## src/prox_track_map.svh

```systemverilog
/*
 Register indices, field positions, reset values and timing figures
 of the proximity and ambient tracker. Assumes a 32-bit APB bus whose
 byte address is four times the register index.
*/
`ifndef PROX_TRACK_MAP_SVH
`define PROX_TRACK_MAP_SVH

`define IDX_SKIP 10'h002
`define IDX_LVL 10'h003
`define IDX_SEQ 10'h010
`define IDX_STAT 10'h011
`define IDX_CLR 10'h012
`define IDX_IEN 10'h013
`define IDX_PROX 10'h014
`define IDX_OFFS 10'h020
`define IDX_TRIP 10'h028
`define IDX_AMB 10'h030

`define SKIP_LSB 0
`define HOVER_LSB 0
`define APPR_LSB 8
`define SLOW_LSB 14
`define LAST_LSB 0
`define POS_LSB 4
`define NEG_LSB 8

`define SKIP_RST 4'h0
`define LVL_RST 16'h0000
`define SEQ_RST 12'h007

`define LVL_SHIFT 4
`define FAST_DEPTH 4
`define FAST_UPD_D64_MS 0.768

`endif

```

## src/prox_track_pkg.sv

```systemverilog
/*
 Types shared by the tracker. Assumes the constants header alongside.
*/
package prox_track_pkg;
    typedef struct packed {
        logic [2:0] stage;
        logic [15:0] data;
    } conv_t;

    typedef struct packed {
        logic [1:0] slow;
        logic [5:0] approach;
        logic [7:0] hover;
    } level_cfg_t;

    typedef struct packed {
        logic approach;
        logic hover;
        logic slow_ok;
    } prox_res_t;

    typedef enum logic [1:0] {
        DEC_64 = 2'b00,
        DEC_128 = 2'b01,
        DEC_256 = 2'b10
    } decim_t;
endpackage

```

## src/prox_compare.sv

```systemverilog
/*
 Three comparators of one stage: approach, hover and slow update.
 Assumes the caller gives the words of the stage being converted.
*/
`timescale 1ns/1ns
`default_nettype none
module prox_compare
    import prox_track_pkg::*;
(
    input wire logic [15:0] sample_i,
    input wire logic [15:0] older_i,
    input wire logic [15:0] avg_i,
    input wire logic [15:0] ambient_i,
    input wire logic [15:0] slow_word_i,
    input wire level_cfg_t lvl_i,
    output var prox_res_t res_o
);
    function automatic logic [15:0] absdiff(input logic [15:0] a,
                                            input logic [15:0] b);
        absdiff = (a > b) ? a - b : b - a;
    endfunction

    logic [15:0] appr_thr;
    logic [15:0] hov_thr;
    assign appr_thr = {6'h00, lvl_i.approach, 4'h0};
    assign hov_thr = {4'h0, lvl_i.hover, 4'h0};
    assign res_o.approach = absdiff(sample_i, older_i) > appr_thr;
    // Also catches an ambient left shifted by moisture or dirt
    assign res_o.hover = absdiff(avg_i, ambient_i) > hov_thr;
    assign res_o.slow_ok = absdiff(sample_i, slow_word_i)
                           > {14'h0000, lvl_i.slow};
endmodule
`default_nettype wire

```

## src/touch_proximity_ambient_tracker.sv

```systemverilog
/*
 Proximity detection and ambient tracking for a multi-stage touch
 converter, with an APB register slave and one level interrupt.
 Assumes conversion results arrive on core_clk_i from the sequencer
 and the APB master runs on the same clock.
*/
`timescale 1ns/1ns
`default_nettype none
`include "prox_track_map.svh"
module touch_proximity_ambient_tracker
    import prox_track_pkg::*;
#(
    parameter int NUM_STAGES = 8
)
(
    input wire logic core_clk_i,
    input wire logic rst_i,
    input wire logic clk_en_i,
    input wire logic psel_i,
    input wire logic penable_i,
    input wire logic pwrite_i,
    input wire logic [11:0] paddr_i,
    input wire logic [31:0] pwdata_i,
    output logic [31:0] prdata_o,
    output logic pready_o,
    output logic pslverr_o,
    input wire logic conv_valid_i,
    input wire conv_t conv_i,
    output logic irq_o
);
    function automatic logic in_bank(input logic [9:0] idx,
                                     input logic [9:0] base);
        in_bank = (idx >= base) && (idx < base + 10'(NUM_STAGES));
    endfunction

    function automatic logic [15:0] trip(input logic [15:0] amb,
                                         input logic [15:0] off,
                                         input logic [3:0] sens,
                                         input logic up);
        logic [19:0] q;
        logic [19:0] s;
        logic [15:0] t;
        q = {4'h0, off} >> 2;
        s = (({4'h0, off} - q) >> 4) * {16'h0000, sens};
        t = q[15:0] + s[15:0];
        trip = up ? amb + t : amb - t;
    endfunction

    // Configuration
    logic [3:0] skip_r;
    level_cfg_t lvl_r;
    logic [2:0] last_stage_r;
    logic [3:0] pos_sens_r;
    logic [3:0] neg_sens_r;
    logic [NUM_STAGES-1:0] stat_r;
    logic [NUM_STAGES-1:0] ien_r;

    // Per-stage memory
    logic [15:0] ff_mem [NUM_STAGES][`FAST_DEPTH];
    logic [15:0] sf_mem [NUM_STAGES];
    logic [15:0] amb_mem [NUM_STAGES];
    logic [15:0] uoff_mem [NUM_STAGES];
    logic [15:0] loff_mem [NUM_STAGES];
    logic [15:0] utrip_mem [NUM_STAGES];
    logic [15:0] ltrip_mem [NUM_STAGES];
    logic [NUM_STAGES-1:0] appr_r;
    logic [NUM_STAGES-1:0] hover_r;

    logic [3:0] seq_cnt_r;
    logic pass;
    logic acc;
    logic [2:0] st;
    logic [15:0] d;
    logic [17:0] sum;
    logic [15:0] avg;
    logic stage_prox;
    logic slow_upd;
    logic contact;
    prox_res_t res;

    assign acc = clk_en_i && conv_valid_i;
    assign st = conv_i.stage;
    assign d = conv_i.data;
    assign pass = (seq_cnt_r == 4'h0);
    assign sum = {2'b00, d} + {2'b00, ff_mem[st][0]}
                 + {2'b00, ff_mem[st][1]} + {2'b00, ff_mem[st][2]};
    assign avg = sum[17:2];

    prox_compare u_cmp (
        .sample_i(d),
        .older_i(ff_mem[st][1]),
        .avg_i(avg),
        .ambient_i(amb_mem[st]),
        .slow_word_i(sf_mem[st]),
        .lvl_i(lvl_r),
        .res_o(res)
    );

    // Flags in force for this conversion; fresh ones on a fast update
    assign stage_prox = (acc && pass) ? (res.approach || res.hover)
                        : (appr_r[st] || hover_r[st]);
    assign contact = (d > utrip_mem[st]) || (d < ltrip_mem[st]);
    assign slow_upd = acc && res.slow_ok && !stage_prox
                      && !contact;

    // APB decode
    logic [9:0] idx;
    logic wr_go;
    logic rd_ok;
    logic [31:0] rd_nxt;
    logic [2:0] sub;
    assign idx = paddr_i[11:2];
    assign sub = idx[2:0];
    assign wr_go = clk_en_i && psel_i && penable_i && pready_o && pwrite_i;

    always_comb
    begin
        rd_nxt = 32'h0000_0000;
        rd_ok = 1'b1;
        if (idx == `IDX_SKIP)
            rd_nxt[3:0] = skip_r;
        else if (idx == `IDX_LVL)
            rd_nxt[15:0] = lvl_r;
        else if (idx == `IDX_SEQ)
            rd_nxt[11:0] = {neg_sens_r, pos_sens_r, 1'b0, last_stage_r};
        else if (idx == `IDX_STAT)
            rd_nxt[NUM_STAGES-1:0] = stat_r;
        else if (idx == `IDX_CLR)
            rd_nxt = 32'h0000_0000;
        else if (idx == `IDX_IEN)
            rd_nxt[NUM_STAGES-1:0] = ien_r;
        else if (idx == `IDX_PROX)
            rd_nxt[15:0] = {hover_r, appr_r};
        else if (in_bank(idx, `IDX_OFFS))
            rd_nxt = {loff_mem[sub], uoff_mem[sub]};
        else if (in_bank(idx, `IDX_TRIP))
            rd_nxt = {ltrip_mem[sub], utrip_mem[sub]};
        else if (in_bank(idx, `IDX_AMB))
            rd_nxt[15:0] = amb_mem[sub];
        else
            rd_ok = 1'b0;
    end

    // One wait state, then the answer stands for the completing edge
    always_ff @(posedge core_clk_i or posedge rst_i)
    begin
        if (rst_i)
        begin
            pready_o <= 1'b0;
            prdata_o <= 32'h0000_0000;
            pslverr_o <= 1'b0;
        end
        else if (clk_en_i)
        begin
            if (psel_i && penable_i && !pready_o)
            begin
                pready_o <= 1'b1;
                prdata_o <= pwrite_i ? 32'h0000_0000 : rd_nxt;
                pslverr_o <= !rd_ok;
            end
            else
            begin
                pready_o <= 1'b0;
                pslverr_o <= 1'b0;
            end
        end
    end

    always_ff @(posedge core_clk_i or posedge rst_i)
    begin
        if (rst_i)
        begin
            skip_r <= `SKIP_RST;
            lvl_r <= `LVL_RST;
            {neg_sens_r, pos_sens_r, last_stage_r} <= 11'h007;
        end
        else if (wr_go)
        begin
            if (idx == `IDX_SKIP)
                skip_r <= pwdata_i[`SKIP_LSB +: 4];
            if (idx == `IDX_LVL)
            begin
                lvl_r.hover <= pwdata_i[`HOVER_LSB +: 8];
                lvl_r.approach <= pwdata_i[`APPR_LSB +: 6];
                lvl_r.slow <= pwdata_i[`SLOW_LSB +: 2];
            end
            if (idx == `IDX_SEQ)
            begin
                last_stage_r <= pwdata_i[`LAST_LSB +: 3];
                pos_sens_r <= pwdata_i[`POS_LSB +: 4];
                neg_sens_r <= pwdata_i[`NEG_LSB +: 4];
            end
        end
    end

    // Sequence skip counter: whole sequences are dropped from the fast FIFO and flags
    always_ff @(posedge core_clk_i or posedge rst_i)
    begin
        if (rst_i)
            seq_cnt_r <= 4'h0;
        else if (acc && st == last_stage_r)
            seq_cnt_r <= (seq_cnt_r >= skip_r) ? 4'h0
                         : seq_cnt_r + 4'h1;
    end

    // Fast FIFO and proximity flags per stage
    always_ff @(posedge core_clk_i or posedge rst_i)
    begin
        if (rst_i)
        begin
            for (int i = 0; i < NUM_STAGES; i++)
                for (int j = 0; j < `FAST_DEPTH; j++)
                    ff_mem[i][j] <= 16'h0000;
            appr_r <= '0;
            hover_r <= '0;
        end
        else if (acc && pass)
        begin
            for (int j = `FAST_DEPTH - 1; j > 0; j--)
                ff_mem[st][j] <= ff_mem[st][j-1];
            ff_mem[st][0] <= d;
            appr_r[st] <= res.approach;
            hover_r[st] <= res.hover;
        end
    end

    // Slow filter, ambient and trip levels in stage memory
    always_ff @(posedge core_clk_i or posedge rst_i)
    begin
        if (rst_i)
        begin
            for (int i = 0; i < NUM_STAGES; i++)
            begin
                sf_mem[i] <= 16'h0000;
                amb_mem[i] <= 16'h0000;
                utrip_mem[i] <= 16'hffff;
                ltrip_mem[i] <= 16'h0000;
            end
        end
        else if (slow_upd)
        begin
            sf_mem[st] <= d;
            amb_mem[st] <= 16'(({1'b0, d} + {1'b0, sf_mem[st]}) >> 1);
            utrip_mem[st] <= trip(16'(({1'b0, d} + {1'b0, sf_mem[st]}) >> 1),
                                  uoff_mem[st], pos_sens_r, 1'b1);
            ltrip_mem[st] <= trip(16'(({1'b0, d} + {1'b0, sf_mem[st]}) >> 1),
                                  loff_mem[st], neg_sens_r, 1'b0);
        end
    end

    always_ff @(posedge core_clk_i or posedge rst_i)
    begin
        if (rst_i)
        begin
            for (int i = 0; i < NUM_STAGES; i++)
            begin
                uoff_mem[i] <= 16'h0000;
                loff_mem[i] <= 16'h0000;
            end
        end
        else if (wr_go && in_bank(idx, `IDX_OFFS))
        begin
            uoff_mem[sub] <= pwdata_i[15:0];
            loff_mem[sub] <= pwdata_i[31:16];
        end
    end

    // Sticky contact status: a new event beats a clear
    always_ff @(posedge core_clk_i or posedge rst_i)
    begin
        if (rst_i)
            stat_r <= '0;
        else if (clk_en_i)
        begin
            for (int i = 0; i < NUM_STAGES; i++)
                if (acc && contact && st == 3'(i))
                    stat_r[i] <= 1'b1;
                else if (wr_go && idx == `IDX_CLR && pwdata_i[i])
                    stat_r[i] <= 1'b0;
        end
    end

    always_ff @(posedge core_clk_i or posedge rst_i)
    begin
        if (rst_i)
            ien_r <= '0;
        else if (wr_go && idx == `IDX_IEN)
            ien_r <= pwdata_i[NUM_STAGES-1:0];
    end

    always_ff @(posedge core_clk_i or posedge rst_i)
    begin
        if (rst_i)
            irq_o <= 1'b0;
        else if (clk_en_i)
            irq_o <= |(stat_r & ien_r);
    end

    // Checks
    logic acc_q;
    logic pass_q;
    logic slow_q;
    logic [2:0] st_q;
    always_ff @(posedge core_clk_i or posedge rst_i)
    begin
        if (rst_i)
        begin
            acc_q <= 1'b0;
            pass_q <= 1'b0;
            slow_q <= 1'b0;
            st_q <= 3'h0;
        end
        else
        begin
            acc_q <= acc;
            pass_q <= pass;
            slow_q <= slow_upd;
            st_q <= st;
        end
    end
endmodule
`default_nettype wire

```

## config.mk

```make
export PLATFORM = sky130hd
export DESIGN_NAME = touch_proximity_ambient_tracker
export DESIGN_NICKNAME = d
export VERILOG_FILES = /design/src/prox_track_pkg.sv /design/src/prox_compare.sv /design/src/touch_proximity_ambient_tracker.sv
export VERILOG_INCLUDE_DIRS = /design/src /design/src/src
export SDC_FILE = /design/constraint.sdc
export NUM_CORES = 2
export LEC_CHECK = 0
export ABC_CLOCK_PERIOD_IN_PS = 101100
export BUFFER_PORTS_ARGS = -buffer_cell sky130_fd_sc_hd__buf_4
export CAP_MARGIN = 25
export CORE_MARGIN = 10
export CORE_UTILIZATION = 60
export DETAILED_ROUTE_END_ITERATION = 6
export MAX_ROUTING_LAYER = met4
export PLACE_DENSITY = 0.78
export RECOVER_POWER = 100
export SYNTH_ARGS = -nofsm -noshare
export SYNTH_HDL_FRONTEND = slang
export SYNTH_SLANG_ARGS = --single-unit
```

## constraint.sdc

```tcl
create_clock -name core_clk_i -period 101.1 [get_ports core_clk_i]
set_input_delay 20.22 -clock core_clk_i [delete_from_list [all_inputs] [get_ports core_clk_i]]
set_output_delay 20.22 -clock core_clk_i [all_outputs]
set_load 0.005 [all_outputs]
```

======== After elaboration in Yosys (flattened, before gate mapping) ========
Index checks and enable logic that the tools add are counted.
storage, ports and cells
  flip-flop bits (word level) ............. 1,382
  input port bits ......................... 70
  output and inout port bits .............. 35
  word-level logic and storage cells ...... 350
cells by class
  add/subtract/negate cells ............... 17
  $mul .................................... 2
  order comparisons ....................... 21
  equal/unequal tests ..................... 15
  muxes and demuxes ....................... 121
  bitwise logic cells ..................... 3
  reduce and logical (&&, ||, !) cells .... 68
operator list
  operator             number
  $bwmux 512           4
  $bwmux 128           6
  $demux 64 s3         4
  $mux 16              35
  $bmux 16 s3          11
  $mux 32              8
  $bmux 64 s3          1
  $mux 64              3
  $sub 16x16->16       7
  $demux 16 s3         2
  $gt 16x16->1         4
  $eq 10x5->1 const B  5
  $mux 24              2
  $mux 48              1
  $logic_and 1x1->1    38
  $add 16x16->17       2
  $sub 16x14->17       2
  $add 14x16->16       2
  $mul 16x4->16        2
  $mux 1               32
  $ge 10x6->1 const B  3
  $lt 10x6->1 const B  3
  $mux 28              1
  $reduce_and 2->1     12
  33 further kinds     57

======== Logic depth before layout (Yosys ltp) ========
  word-level depth ........................ 19
  depth in mapped cells ................... 50
  depth with buffers taken out ............ 40

======== By module ========
Synthesis repeated with hierarchy kept, for this count alone.
second synthesis, totals
  cell total of the unflattened synthesis .. 5,934
  area, all modules ....................... 74,024.7 um2
modules (own cells, without submodules)
  module                           instances  cells an instance  area an instance (um2)  seq. area each (um2)
  touch_proximity_ambient_tracker  1          5,137              68,662.1                31,544.0
  prox_compare                     1          797                5,362.6                 0.0

======== Worst setup path after synthesis ========
No wires, ideal clock.
  kind .................................... input-to-reg
  start ................................... input port conv_i[16] (netlist bit)
  end ..................................... register ltrip_mem[112] (netlist bit)
  setup time .............................. 128 ps
  arrival ................................. 31,562 ps
  required time ........................... 100,972 ps
  path slack .............................. 69,410 ps
  cell stages on the path ................. 46
  buffers on the path ..................... 10
  cell sequence ........................... clkbuf_1 clkbuf_1 clkbuf_1 buf_1 buf_1 clkbuf_1 buf_1 mux4_2 mux2i_1 fa_1 inv_1 fa_1 ha_1 and3_1 a41o_1 a21oi_1 o311a_1 a21oi_1 [10 not listed] o21ai_4 buf_2 mux2i_1 xnor2_1 ha_1 nor2b_1 o21a_1 o21a_1 o21a_1 o21a_1 o21a_1 o21a_1 o22ai_1 nand4_2 o21ai_4 nand4_4 buf_4 mux2_1
between the ends
  longest elaborated chain between the ends .. 15
  elaborated cells on any way between the ends .. 63
  those cells by class .................... add/sub: 13; mul: 1; order compare: 10; mux: 29; bitwise: 1; reduce/logical: 9
RTL lines
  what                                            RTL line                                                                                                             text
  from (decl)                                     touch_proximity_ambient_tracker.sv:28                                                                                input wire conv_t conv_i,
  $not 3->4 (implied by the code)                 n/a
  $bmux 64 s3                                     touch_proximity_ambient_tracker.sv:85, touch_proximity_ambient_tracker.sv:86, touch_proximity_ambient_tracker.sv:91
  $mux 64 (implied by the code) (2 in a row)      touch_proximity_ambient_tracker.sv:85                                                                                assign sum = {2'b00, d} + {2'b00, ff_mem[st][0]}
  $add 16x16->17                                  touch_proximity_ambient_tracker.sv:85
  $add 17x16->18                                  touch_proximity_ambient_tracker.sv:86                                                                                + {2'b00, ff_mem[st][1]} + {2'b00, ff_mem[st][2]};
  $add 18x16->18                                  touch_proximity_ambient_tracker.sv:86
  $sub 16x16->16 or $gt 16x16->1 (tied branches)  prox_compare.sv:20                                                                                                   absdiff = (a > b) ? a - b : b - a;
  $mux 16                                         prox_compare.sv:20
  $gt 16x12->1                                    prox_compare.sv:29                                                                                                   assign res_o.hover = absdiff(avg_i, ambient_i) > hov_thr;
  $logic_or 1x1->1                                touch_proximity_ambient_tracker.sv:100                                                                               assign stage_prox = (acc && pass) ? (res.approach || res.hover)
  $mux 1                                          touch_proximity_ambient_tracker.sv:100
  $logic_not 1->1                                 touch_proximity_ambient_tracker.sv:103                                                                               assign slow_upd = acc && res.slow_ok && !stage_prox
  $logic_and 1x1->1                               touch_proximity_ambient_tracker.sv:103
  $logic_and 1x1->1                               touch_proximity_ambient_tracker.sv:104                                                                               && !contact;
  to (signal, indexed assignment)                 touch_proximity_ambient_tracker.sv:246                                                                               ltrip_mem[st] <= trip(16'(({1'b0, d} + {1'b0, sf_mem[st]}) >> 1),
  to (decl)                                       touch_proximity_ambient_tracker.sv:65                                                                                logic [15:0] ltrip_mem [NUM_STAGES];
Parallel ways exist; a longest one is shown, timed or not. The select of a mux whose other input is x is not followed.
A chain may end at the register's enable or synchronous reset.

======== Worst setup path after layout ========
  start ................................... input port conv_i[16] (netlist bit)
  end ..................................... register ltrip_mem[73] (netlist bit)
between the ends
  elaborated cells on any way between the ends .. 63
  those cells by class .................... add/sub: 13; mul: 1; order compare: 10; mux: 29; bitwise: 1; reduce/logical: 9
RTL lines
  what                                            RTL line                                text
  $not 3->4 (implied by the code) *               touch_proximity_ambient_tracker.sv:91   .older_i(ff_mem[st][1]),
  $bmux 64 s3 *                                   touch_proximity_ambient_tracker.sv:91
  $mux 64 (implied by the code) * (2 in a row)    touch_proximity_ambient_tracker.sv:85
  via u_cmp.older_i[0]                            prox_compare.sv:11                      input wire logic [15:0] older_i,
  $add 17x16->18                                  touch_proximity_ambient_tracker.sv:86
  $add 18x16->18                                  touch_proximity_ambient_tracker.sv:86
  $sub 16x16->16 or $gt 16x16->1 (tied branches)  prox_compare.sv:20
  $mux 16                                         prox_compare.sv:20
  $gt 16x12->1                                    prox_compare.sv:29
  $logic_or 1x1->1 *                              touch_proximity_ambient_tracker.sv:100
  $mux 1 *                                        touch_proximity_ambient_tracker.sv:100
  $logic_not 1->1 *                               touch_proximity_ambient_tracker.sv:103
  $logic_and 1x1->1 *                             touch_proximity_ambient_tracker.sv:103
  $logic_and 1x1->1 *                             touch_proximity_ambient_tracker.sv:104
The timed path passes the listed nets; every way through them passes the cells marked *. The select of a mux whose other input is x is not followed.

==> impl_metrics.tcl <==
set metrics [dict create \
    synth_cell_types 79 \
    yosysSeqAreaShare_pct 42.84 \
    syn_nets 6435 \
    yosys_warnings 0 \
    r2r-end "ltrip_mem[73]" \
    path_class "in2reg" \
    cp.buffers_inverters 5 \
    vias 49970 \
    synth_area_leaders "dfrtp_1 38%, mux4_2 14%, mux2_2 8.4%" \
    tightest_slew_ps 9092 \
    portBuffers 102 \
    yosys.area.top_type "dfrtp_1" \
    area_delta_synth_final_pct 8.481 \
    power_density_nw_per_um2 26.23 \
    synthAdderAreaFrac_pct 7.956 \
    period_needed_ps 41670 \
    multi_input_area_um2 39040 \
    status "finished with violations" \
    critPathMaxFanout 76 \
    max_freq_ghz 0.02400 \
    clock_latency_ps 790 \
    syn_area_per_cell_um2 12.31 \
    start_util_pct 60.42 \
    fillCellCount 8854 \
    maxCapViolCount 55 \
    finalMaxSlewViolations 2962 \
    yosysMostFrequentCell "dfrtp_1" \
    synth.top_cells.by_count "1123 x dfrtp_1, 601 x nand2_1, 552 x mux2_2" \
    syn_area_um2 73630 \
    cpPeakStageDelay_ps 4280 \
    cp_slowest_cell "clkbuf_1" \
    synth_xor_area_share_pct 1.582 \
    cp.required_ps 101730 \
    drc 18 \
    synth_compound_area_share_pct 7.647 \
    clk_path_buf_depth 3 \
    cp_common_cell "a21oi_1" \
    drt_wl_total_mm 197.6 \
    antenna-diode-count 0 \
    grt_pass1_wl_mm 307.7 \
    cts_tree "done" \
    antenna_found_initial 4 \
    grt_pass1_vias 51610 \
    fin_util_pct 65.54 \
    drt_iter0_drc 5071 \
    root_buffer "clkbuf_16" \
    crit_path_start_kind "input pin" \
    fin_worst_skew_ps 38.53 \
    postCtsSetupBuffers 0 \
    violations "DRC, capacitance limit, slew limit" \
    antenna_left 0 \
    postCtsHoldBufs 0 \
    grt_util_all_layers_pct 29.76 \
    muxShareOfSynthArea_pct 29.49 \
    cts_buffers 135 \
    overflow 0 \
    cp_top_family "buffers and inverters" \
    clk_pin_slew_worst_paths_ps 60 \
    vias_per_cell 6.502 \
    grt_setup_unrepaired "no" \
    coreArea_um2 121900 \
    layout-drive-gt1-share_pct 24.87 \
    hp-start "ff_mem[377]" \
    wl_per_cell_um 25.71 \
    critPathArrivalTime_ps 42300 \
    synth_top_area_share_pct 38.16 \
    syn_inst 5982 \
    cellLeakagePower_nw 37.68 \
    die_w_um 370.3 \
    ir_drop_uv 37.46 \
    synth-simple-area-share_pct 6.467 \
    nets 6405 \
    die_h_um 370.3 \
    ff_latch_area_um2 31540 \
    r2r_setup_slack_ps 85100 \
    ff2ff_path_depth 39 \
    finalCritPeriodShare_pct 41.22 \
    rows 128 \
    final_hold_viol_count 0 \
    finalSetupViolCount 0 \
    synth_top_family_by_area "multiplexers" \
    slew_headroom_pct -506.1 \
    setup_tns_ps 0 \
    min_path_cells 2 \
    async_flop_share_pct 100.0 \
    die_area_um2 137100 \
    ys_seq_elements 1254 \
    clkSinkCount 1254 \
    end_kind "flop" \
    place.gp.congestion 0.9365 \
    hpwl_mm 129.3 \
    reg2reg_from "ff_mem[48]" \
    min_delay_worst_endpoint "ff_mem[377]" \
    synthFlopType "dfrtp_1" \
    grt_max_degree 180 \
    dr.pass1.iters 7 \
    io_pins 105 \
    cts_resized 0 \
    synth-edff-count 0 \
    cts_max_level 4 \
    min_path_type "reg2reg" \
]
-- worst max-delay path by stage --
| stage | startpoint | endpoint | slack [ps] | cells after the start |
|---|---|---|---|---|
| after global routing | rst_i | loff_mem[106] | 56360 | 7 |
| after global placement | conv_i[16] | sf_mem[67] | 66690 | 39 |
| after detailed placement | conv_i[16] | sf_mem[71] | 66680 | 39 |
| final | conv_i[16] | ltrip_mem[73] | 59430 | 40 |
| after floorplan | rst_i | amb_mem[0] | 45760 | 1 |
| after CTS | conv_i[16] | ltrip_mem[73] | 67460 | 39 |
-- through the flow --
| stage | std cells | setup WS (ps) | hold WS (ps) | instance area (um^2) | total power, W |
|---|---|---|---|---|---|
| after floorplan | 5982 | 45760 | 444.6 | 73630 | 0.001335 |
| after global placement | 7429 | 66690 | 456.4 | 75740 | 0.001555 |
| after detailed placement | 7432 | 66680 | 464.9 | 75820 | 0.001577 |
| after CTS | 7677 | 67460 | 478.0 | 80420 | 0.002095 |
| after global routing | 7685 | 56360 | 494.5 | 79880 | 0.002222 |
| final | 7685 | 59430 | 473.8 | 79880 | 0.002096 |
-- cell usage in the layout (no fill, tap or decap), types with 109 or more instances in the layout --
master and n:
dfrtp_1 1123, buf_4 109, fa_1 142, mux2i_1 227
mux2_1 285, mux4_2 445, dfstp_2 131, o21ai_0 506
nor2_1 118, inv_1 350, clkbuf_16 135, ha_1 241
a21oi_1 139, mux2_2 550, nand2_1 601
-- cell families after synthesis --
group / count (synthesis)
DFF: 1254
AOI/OAI and AO/OA: 942
adders and majority gates: 383
xor gates and xnor gates: 133
and+or+nand+nor: 1032
muxes: 1508
buffers and inverters: 730
-- layer usage --
layer	track usage [%]	vias to the layer above	wire, um
li1	-	21610	-
met2	46.11	1953	94620
met5	-	-	0
met1	39.05	25950	79240
met3	4.910	454	14560
met4	12.46	0	9158
-- sequential cells by signal, indices dropped and copies added (netlist names), 4 cells and up --
register	cells
seq_cnt_r	4
neg_sens_r	4
skip_r	4
appr_r	8
hover_r	8
pos_sens_r	4
amb_mem	128
stat_r	8
uoff_mem	128
sf_mem	128
utrip_mem	128
prdata_o	32
lvl_r	16
ltrip_mem	128
loff_mem	128
ff_mem	384
ien_r	8
-- worst min-delay path, stage by stage, from the launching register on --
cell and delay (ps):
dfrtp_1 340, nand2_1 40, o21ai_0 60
-- report_power, final --
part / internal, W / switching, W
registers: 0.000599 / 0.0000542
clock network: 0.000301 / 0.000214
logic: 0.000377 / 0.000550
total: 0.00128 / 0.000818
-- layout make-up --
cell class | count | share of cell area [%]
repair buffers | 212 | 1.679
flip-flops and latches | 1254 | 39.49
inverters | 351 | 1.651
clock buffers | 203 | 4.987
multi-input cells | 3998 | 48.87
well taps | 1625 | 2.545
clock inverters | 42 | 0.7738
Power figures use the tool's default switching activity.
